## config.mk

```make
export PLATFORM = sky130hd
export DESIGN_NAME = css_clock_select
export DESIGN_NICKNAME = d
export VERILOG_FILES = /design/src/inc/css_pkg.sv /design/src/verilog/css_clock_select.sv /design/src/verilog/css_postscaler.sv
export VERILOG_INCLUDE_DIRS = /design/src /design/src/inc
export SDC_FILE = /design/constraint.sdc
export NUM_CORES = 1
export LEC_CHECK = 0
export BUFFER_PORTS_ARGS = -buffer_cell sky130_fd_sc_hd__buf_4
export CAP_MARGIN = 5
export CORE_AREA = 2 2 56 79
export CTS_BUF_LIST = sky130_fd_sc_hd__clkbuf_4
export CTS_CLUSTER_DIAMETER = 120
export DETAILED_ROUTE_END_ITERATION = 8
export DIE_AREA = 0 0 58 81
export PLACE_DENSITY = 0.92
export SKIP_LAST_GASP = 1
export SYNTH_ARGS = -nofsm -noshare
export SYNTH_HDL_FRONTEND = slang
export SYNTH_HIERARCHICAL = 1
export SYNTH_SLANG_ARGS = --single-unit
```

## constraint.sdc

```tcl
create_clock -name mclk_i -period 3 [get_ports mclk_i]
set_input_delay 0.3 -clock mclk_i [delete_from_list [all_inputs] [get_ports mclk_i]]
set_output_delay 0.3 -clock mclk_i [all_outputs]
set_load 0.01 [all_outputs]
```

## src/inc/css_consts.svh

```systemverilog
// Offsets, bit positions, reset values and switch counts of the clock source select
`ifndef CSS_CONSTS_SVH
`define CSS_CONSTS_SVH
`define CSS_ADDR_W       4
`define CSS_OFF_CTRL     4'h0
`define CSS_OFF_TUNE     4'h1
`define CSS_BIT_IDLE     7
`define CSS_BIT_IFS_HI   6
`define CSS_BIT_IFS_LO   4
`define CSS_BIT_PRI_RDY  3
`define CSS_BIT_INT_STB  2
`define CSS_BIT_LFS      7
`define CSS_SCS_PRI      2'h0
`define CSS_SCS_SEC      2'h1
`define CSS_RST_SCS      2'h0
`define CSS_RST_IFS      3'h4
`define CSS_RST_IDLE     1'h0
`define CSS_RST_LFS      1'h0
`define CSS_IFS_DIRECT   3'h7
`define CSS_IFS_LOW      3'h0
`define CSS_OLD_CYC      2'h2
`define CSS_NEW_CYC      2'h3
`define CSS_LOW_DIV_EXP  4'h8
`endif

```

## src/inc/css_pkg.sv

```systemverilog
// Types shared by the clock source select design
package css_pkg;
    typedef enum logic [1:0] {CSS_PRI, CSS_SEC, CSS_INT} css_src_e;
    typedef enum logic [1:0] {MODE_RUN, MODE_IDLE, MODE_SLEEP} css_mode_e;
    typedef enum logic [1:0] {SW_IDLE, SW_OLD, SW_NEW} css_sw_e;
endpackage

```

## src/verilog/css_clock_select.sv

```systemverilog
// System clock source selection, glitch-free switching and power mode control
// Function
// - Select field picks internal, secondary or primary
// - Any reset clears select field to primary
// - Switch after two old, three new ticks
// - Clock pauses during switch, no runt pulses
// - Frequency field picks internal output rate
// - Reset sets frequency field to 1 MHz
// - Frequency write acts immediately on internal clock
// - Low-rate bit picks divided fast or slow
// - Slow RC always clocks watchdog
// - Primary ready flag after start-up timer
// - Internal stable flag is read-only status
// - At most one status flag set
// - Idle bit picks Idle or Sleep
// - Secondary select ignored while oscillator disabled
// - Primary runs in primary idle or USB
// - Fast oscillator off when slow RC direct
// - USB clock keeps running in Run, Idle
// - Sleep stops primary, fast and USB clocks
// - Secondary clocks device in secondary modes
// - Idle bit sampled at sleep instruction
`timescale 1ns/10ps
`default_nettype none
`include "css_consts.svh"
module css_clock_select
    import css_pkg::*;
#(
    parameter int ADDR_W = `CSS_ADDR_W
)(
    input  wire logic              mclk_i,
    input  wire logic              rst_i,
    input  wire logic [ADDR_W-1:0] addr_i,
    input  wire logic [7:0]        wdata_i,
    input  wire logic              wr_i,
    input  wire logic              rd_i,
    output logic      [7:0]        rdata_o,
    input  wire logic              pri_osc_i,
    input  wire logic              sec_osc_i,
    input  wire logic              fast_osc_i,
    input  wire logic              slow_rc_i,
    input  wire logic              pri_ready_i,
    input  wire logic              fast_stable_i,
    input  wire logic              secondary_osc_enable_i,
    input  wire logic              usb_enable_i,
    input  wire logic              wdt_enable_i,
    input  wire logic              sleep_exec_i,
    input  wire logic              wake_i,
    output logic                   sys_clk_tick_o,
    output logic                   cpu_clk_tick_o,
    output logic                   periph_clk_tick_o,
    output logic                   wdt_tick_o,
    output logic                   pri_osc_en_o,
    output logic                   sec_osc_en_o,
    output logic                   fast_osc_en_o,
    output logic                   slow_rc_en_o,
    output logic                   usb_clk_en_o,
    output logic                   secondary_running_flag_o
);
    logic [5:0] s1_q;
    logic [5:0] s2_q;
    logic [3:0] s3_q;
    logic [3:0] tick;
    logic       pri_rdy_s;
    logic       fast_stb_s;
    logic       post_tick;
    logic       int_tick;
    logic       idle_q;
    logic [2:0] ifs_q;
    logic [1:0] scs_q;
    logic [1:0] scs_d;
    logic       lfs_q;
    css_src_e   target;
    css_src_e   active_q;
    css_src_e   dest_q;
    css_sw_e    sw_q;
    logic [1:0] cnt_q;
    css_mode_e  mode_q;
    logic       old_tick;
    logic       new_tick;
    logic       sys_tick_d;
    logic       rc_direct;
    logic       pri_flag;
    logic       int_flag;
    logic       sec_flag;
    logic       wr_ctrl;
    logic       wr_tune;

    // Decodes the select field into a source
    function automatic css_src_e scs_decode(input logic [1:0] scs);
        if (scs[1])
            return CSS_INT;
        else if (scs == `CSS_SCS_SEC)
            return CSS_SEC;
        else
            return CSS_PRI;
    endfunction

    // Picks the tick stream of one source; used for old and new side
    function automatic logic src_tick(input css_src_e s, input logic [3:0] t, input logic it);
        case (s)
            CSS_PRI: return t[0];
            CSS_SEC: return t[1];
            default: return it;
        endcase
    endfunction

    // Oscillator and status pins come from outside; two flops before any use
    always_ff @(posedge mclk_i)
    begin
        if (rst_i)
        begin
            s1_q <= 6'h00;
            s2_q <= 6'h00;
            s3_q <= 4'h0;
        end
        else
        begin
            s1_q <= {fast_stable_i, pri_ready_i, slow_rc_i, fast_osc_i, sec_osc_i, pri_osc_i};
            s2_q <= s1_q;
            s3_q <= s2_q[3:0];
        end
    end

    // One tick per rising edge of each oscillator; sources must run below half mclk
    genvar gi;
    generate
        for (gi = 0; gi < 4; gi++)
        begin : g_edge
            assign tick[gi] = s2_q[gi] && !s3_q[gi];
        end
    endgenerate
    assign pri_rdy_s  = s2_q[4];
    assign fast_stb_s = s2_q[5];

    css_postscaler u_post (
        .mclk_i (mclk_i),
        .rst_i  (rst_i),
        .tick_i (tick[2]),
        .ifs_i  (ifs_q),
        .tick_o (post_tick)
    );

    // Low setting uses slow RC directly unless the low-rate bit picks fast/256
    assign rc_direct = (ifs_q == `CSS_IFS_LOW) && !lfs_q;
    assign int_tick  = rc_direct ? tick[3] : post_tick;

    assign wr_ctrl = wr_i && (addr_i == ADDR_W'(`CSS_OFF_CTRL));
    assign wr_tune = wr_i && (addr_i == ADDR_W'(`CSS_OFF_TUNE));

    // Secondary select is dropped while its oscillator is disabled
    always_comb
    begin
        scs_d = wdata_i[1:0];
        if (wdata_i[1:0] == `CSS_SCS_SEC && !secondary_osc_enable_i)
            scs_d = scs_q;
    end

    // Control register fields
    always_ff @(posedge mclk_i)
    begin
        if (rst_i)
        begin
            idle_q <= `CSS_RST_IDLE;
            ifs_q  <= `CSS_RST_IFS;
            scs_q  <= `CSS_RST_SCS;
        end
        else if (wr_ctrl)
        begin
            idle_q <= wdata_i[`CSS_BIT_IDLE];
            ifs_q  <= wdata_i[`CSS_BIT_IFS_HI:`CSS_BIT_IFS_LO];
            scs_q  <= scs_d;
        end
    end

    // Tuning register holds only the low-rate source bit here
    always_ff @(posedge mclk_i)
    begin
        if (rst_i)
            lfs_q <= `CSS_RST_LFS;
        else if (wr_tune)
            lfs_q <= wdata_i[`CSS_BIT_LFS];
    end

    assign target   = scs_decode(scs_q);
    assign old_tick = src_tick(active_q, tick, int_tick);
    assign new_tick = src_tick(dest_q, tick, int_tick);

    // Switch sequencer: count old ticks, then new ticks, then hand over
    always_ff @(posedge mclk_i)
    begin
        if (rst_i)
        begin
            sw_q     <= SW_IDLE;
            cnt_q    <= 2'h0;
            active_q <= CSS_PRI;
            dest_q   <= CSS_PRI;
        end
        else
        begin
            case (sw_q)
                SW_IDLE:
                    if (target != active_q)
                    begin
                        sw_q   <= SW_OLD;
                        dest_q <= target;
                        cnt_q  <= 2'h0;
                    end
                SW_OLD:
                    if (old_tick)
                    begin
                        if (cnt_q == `CSS_OLD_CYC - 2'h1)
                        begin
                            sw_q  <= SW_NEW;
                            cnt_q <= 2'h0;
                        end
                        else
                            cnt_q <= cnt_q + 2'h1;
                    end
                SW_NEW:
                    if (new_tick)
                    begin
                        if (cnt_q == `CSS_NEW_CYC - 2'h1)
                        begin
                            sw_q     <= SW_IDLE;
                            active_q <= dest_q;
                        end
                        else
                            cnt_q <= cnt_q + 2'h1;
                    end
                default:
                    sw_q <= SW_IDLE;
            endcase
        end
    end

    // Power mode; the idle bit is taken as it stands at the sleep instruction
    always_ff @(posedge mclk_i)
    begin
        if (rst_i)
            mode_q <= MODE_RUN;
        else if (mode_q == MODE_RUN && sleep_exec_i)
            mode_q <= idle_q ? MODE_IDLE : MODE_SLEEP;
        else if (wake_i)
            mode_q <= MODE_RUN;
    end

    // Whole ticks pass only outside a switch, so no clock is ever cut short
    assign sys_tick_d = (sw_q == SW_IDLE) && (mode_q != MODE_SLEEP) && old_tick;

    // Status flags keyed to the running source, so only one can be set
    assign pri_flag = (active_q == CSS_PRI) && pri_rdy_s;
    assign int_flag = (active_q == CSS_INT) && fast_stb_s && !rc_direct;
    assign sec_flag = (active_q == CSS_SEC) && (sw_q == SW_IDLE);

    // Clock tick outputs, all registered
    always_ff @(posedge mclk_i)
    begin
        if (rst_i)
        begin
            sys_clk_tick_o    <= 1'b0;
            cpu_clk_tick_o    <= 1'b0;
            periph_clk_tick_o <= 1'b0;
            wdt_tick_o        <= 1'b0;
        end
        else
        begin
            sys_clk_tick_o    <= sys_tick_d;
            cpu_clk_tick_o    <= sys_tick_d && (mode_q == MODE_RUN);
            periph_clk_tick_o <= sys_tick_d;
            wdt_tick_o        <= tick[3];
        end
    end

    // Oscillator enables; secondary may stay on for its timers in any mode
    always_ff @(posedge mclk_i)
    begin
        if (rst_i)
        begin
            pri_osc_en_o <= 1'b1;
            sec_osc_en_o <= 1'b0;
            fast_osc_en_o <= 1'b0;
            slow_rc_en_o <= 1'b1;
            usb_clk_en_o <= 1'b0;
            secondary_running_flag_o <= 1'b0;
        end
        else
        begin
            pri_osc_en_o <= (mode_q != MODE_SLEEP) && (usb_enable_i ||
                ((mode_q == MODE_RUN || active_q == CSS_PRI) &&
                 (active_q == CSS_PRI || dest_q == CSS_PRI)));
            sec_osc_en_o <= secondary_osc_enable_i;
            fast_osc_en_o <= (mode_q != MODE_SLEEP) && !rc_direct &&
                (active_q == CSS_INT || dest_q == CSS_INT);
            slow_rc_en_o <= (mode_q != MODE_SLEEP) || wdt_enable_i;
            usb_clk_en_o <= usb_enable_i && (mode_q != MODE_SLEEP);
            secondary_running_flag_o <= sec_flag;
        end
    end

    // Read data stand one cycle after the strobe; unmapped addresses read zero
    always_ff @(posedge mclk_i)
    begin
        if (rst_i)
            rdata_o <= 8'h00;
        else if (rd_i && addr_i == ADDR_W'(`CSS_OFF_CTRL))
            rdata_o <= {idle_q, ifs_q, pri_flag, int_flag, scs_q};
        else if (rd_i && addr_i == ADDR_W'(`CSS_OFF_TUNE))
            rdata_o <= {lfs_q, 7'h00};
        else
            rdata_o <= 8'h00;
    end
endmodule // css_clock_select
`default_nettype wire

```

## src/verilog/css_postscaler.sv

```systemverilog
// Divides fast internal oscillator ticks by the power of two the frequency field picks
`timescale 1ns/10ps
`default_nettype none
`include "css_consts.svh"
module css_postscaler
    import css_pkg::*;
#(
    parameter int CNT_W = 8
)(
    input  wire logic       mclk_i,
    input  wire logic       rst_i,
    input  wire logic       tick_i,
    input  wire logic [2:0] ifs_i,
    output logic            tick_o
);
    logic [CNT_W-1:0] cnt_q;
    logic [CNT_W-1:0] mask;
    logic [3:0]       dexp;

    // 111 passes ticks through, each step down to 001 halves, 000 divides by 256
    always_comb
    begin
        dexp = (ifs_i == `CSS_IFS_LOW) ? `CSS_LOW_DIV_EXP : (4'h7 - {1'b0, ifs_i});
        mask = CNT_W'((9'h001 << dexp) - 9'h001);
    end

    // Free running count; selection changes act on the next tick, no pause
    always_ff @(posedge mclk_i)
    begin
        if (rst_i)
            cnt_q <= '0;
        else if (tick_i)
            cnt_q <= cnt_q + 1'b1;
    end

    always_ff @(posedge mclk_i)
    begin
        if (rst_i)
            tick_o <= 1'b0;
        else
            tick_o <= tick_i && ((cnt_q & mask) == mask);
    end
endmodule // css_postscaler
`default_nettype wire
```

==> results.sh <==
export IMPL_cp_data_arrival_time_ns=2.30
export IMPL_cts_tree="done"
export IMPL_drtIter0Drc=44
export IMPL_clockRootBuffer="clkbuf_4"
export IMPL_antenna_found_initial=0
export IMPL_ys_seq_area_frac=0.499
export IMPL_vias=1881
export IMPL_cts_inserted_buffers=9
export IMPL_synth_nets=285
export IMPL_synth_distinct_cells=48
export IMPL_cellLeakagePower_uw=0.00116
export IMPL_start_util=0.582
export IMPL_p_int_uw=1110
export IMPL_drive_gt1_frac=0.207
export IMPL_pwr_share_clk=0.352
export IMPL_ir_drop_v=0.000476
export IMPL_slowest_stage="or4_1"
export IMPL_ant_nets=0
export IMPL_vias_per_cell=5.47
export IMPL_layout_nets=329
export IMPL_cts_sinks=59
export IMPL_dr_pass1_iters=4
export IMPL_cp_end_kind="flop"
export IMPL_clock_path_buffers=2
export IMPL_fillerInstances=310
export IMPL_postCtsSetupRepairBufs=0
export IMPL_worstPathCellList="nor4_4, nor3_1, a21oi_1, nand3_1, or4_1, nand2_1"
export IMPL_die_w_um=58
export IMPL_switchingPower_uw=362
export IMPL_slowest_delay_ns=0.57
export IMPL_clk_pin_slew_ns=0.10
export IMPL_grt_pass1_vias=1734
export IMPL_io_pins=45
export IMPL_rsz0062_at_grt="no"
export IMPL_hpwl_um=3220
export IMPL_p_sw_frac=0.245
export IMPL_syn_avg_cell_area_um2=9.46
export IMPL_rows=28
export IMPL_max_cap_violations=0
export IMPL_pwr_share_comb=0.093
export IMPL_setup_viol=0
export IMPL_io_buffers=42
export IMPL_remaining_drc_errors=0
export IMPL_fin_crit_ns=1.95
export IMPL_wl_per_cell_um=13.0
export IMPL_die_h_um=81
export IMPL_hold_viol=0
export IMPL_fin_crit_sh=0.651
export IMPL_drt_total_wl_um=4490
export IMPL_cts_resized=0
export IMPL_ys_seq_elements=59
export IMPL_grt_overflow=0
export IMPL_clk_latency_ns=0.40
export IMPL_coreArea_um2=4060
export IMPL_yosys_warnings=6
export IMPL_placed_area_um2=2700
export IMPL_cts_hold_buf=0
export IMPL_worst_setup_path_start_kind="flop"
export IMPL_crit_required_ns=3.35
export IMPL_die_area_um2=4700
export IMPL_grt_use_total=0.212
export IMPL_worst_slew_pin_slew_ns=0.669
export IMPL_worstPathMaxFanout=5
export IMPL_syn_area_um2=2360
export IMPL_netlist_instances=250
export IMPL_htreeDepth=3
export IMPL_synth_main_ff_cell="dfxtp_1"
export IMPL_synth_edf_count=0
export IMPL_slew_headroom=0.553
export IMPL_antenna_cells=0
export IMPL_dp_cells=328
export IMPL_clock_fmax_mhz=512
export IMPL_stdcell_area_um2=2820
export IMPL_async_flop_share=0
export IMPL_worstSetupPathType="reg -> reg"
export IMPL_status="completed"
export IMPL_fin_setup_tns_ns=0
export IMPL_grt_pass1_wl_um=7580
export IMPL_final_cells=344
export IMPL_slew_viol_final=0
export IMPL_skew_ns=0.0122
export IMPL_gp_congestion=0.814
export IMPL_seq_power_share=0.555
export IMPL_area_growth_pct=19.4
export IMPL_hp_class="in -> reg"
export IMPL_grt_max_degree=42
export IMPL_powerDensity_nw_per_um2=522
## cell type report
| class | instances | area [µm²] | area share |
|---|---|---|---|
| repair buffers | 42 | 315 | 0.112 |
| multi-input cells | 169 | 1100 | 0.388 |
| flip-flops and latches | 59 | 1180 | 0.418 |
| clock inverters | 7 | 58.8 | 0.0208 |
| well taps | 45 | 56.3 | 0.0199 |
| clock buffers | 9 | 67.6 | 0.0239 |
| inverters | 13 | 48.8 | 0.0173 |
## per-layer routing
metal | global-route usage | up-vias | wire (µm)
met5 | 0 | - | 0
met4 | 0.0977 | 0 | 72
met3 | 0.0589 | 8 | 190
met2 | 0.365 | 45 | 2350
met1 | 0.239 | 883 | 1870
li1 | - | 945 | -
## cell usage in the layout (no fill, tap or decap), types with 5 or more instances in the layout
master	count
a21oi_1	10
and2_1	6
buf_4	42
clkbuf_4	9
dfxtp_1	59
ha_1	8
inv_1	13
mux2i_1	11
nand2_1	20
nand3_1	6
nor2_1	26
nor2b_1	22
nor3_1	7
nor3b_1	5
o21ai_0	9
## worst paths after layout
check,start,end,slack [ns],cells past startpoint
min reg2reg,s1_q[2],s2_q[2],0.43,1
max reg2reg,ifs_q[2],cnt_q[0],1.05,6
max,ifs_q[2],cnt_q[0],1.05,6
min,wdt_enable_i,slow_rc_en_o,0.08,3
## synth_stat cells, types with 3 or more instances
cell | n | area [µm²]
nor2b_1 | 22 | 138
xor2_1 | 3 | 26.3
nand2_1 | 20 | 75.1
nor3b_1 | 5 | 37.5
mux2i_1 | 11 | 110
and2_1 | 6 | 37.5
dfxtp_1 | 59 | 1180
ha_1 | 8 | 100
nand3_1 | 6 | 30.0
nor2_1 | 26 | 97.6
clkbuf_1 | 6 | 22.5
nor3_1 | 7 | 35.0
a21oi_1 | 10 | 50.1
o21ai_0 | 9 | 45.0
inv_1 | 13 | 48.8
## state kept, by name (all words and copies together), names as in the netlist, 3 cells and up
signal        cells
rdata_o           8
s1_q              6
ifs_q             3
s3_q              4
u_post/cnt_q      8
s2_q              6
## power groups by stage
stage | clock (µW) | sequential, µW | combinational, µW
final | 519 | 819 | 137
after global routing | 568 | 822 | 152
after CTS | 531 | 819 | 137
after detailed placement | 0 | 837 | 136
after global placement | 0 | 836 | 133
after floorplan | 0 | 835 | 84.4
## cells by family (layout without fill, tap and decap cells)
| logic type | count (synthesis) | count (layout) | share of synthesized area |
|---|---|---|---|
| multiplexers | 12 | 12 | 0.0529 |
| flip-flops | 59 | 59 | 0.499 |
| buffers and inverters | 22 | 71 | 0.0370 |
| XOR/XNOR | 5 | 5 | 0.0185 |
| AND/OR/NAND/NOR | 107 | 107 | 0.242 |
| AO/OA/AOI/OAI | 37 | 37 | 0.107 |
| adder cells (fa/ha/maj) | 8 | 8 | 0.0423 |
## metrics by stage
| stage | utilization | setup slack (ns) | hold WS (ns) | power [µW] |
|---|---|---|---|---|
| after floorplan | - | 1.36 | 0.393 | 920 |
| after global placement | 0.664 | 1.18 | 0.419 | 968 |
| after detailed placement | 0.664 | 1.02 | 0.425 | 973 |
| after CTS | 0.695 | 1.08 | 0.0691 | 1490 |
| after global routing | 0.695 | 0.909 | 0.0760 | 1540 |
| final | 0.695 | 1.05 | 0.0762 | 1470 |
## critical path: cells and delay by family (launching register included)
kind | cells | cell delay (ns)
DFF | 1 | 0.39
AOI/OAI and AO/OA | 1 | 0.13
and+or+nand+nor | 5 | 1.39
Note: power is estimated with default switching activity, not from simulation.
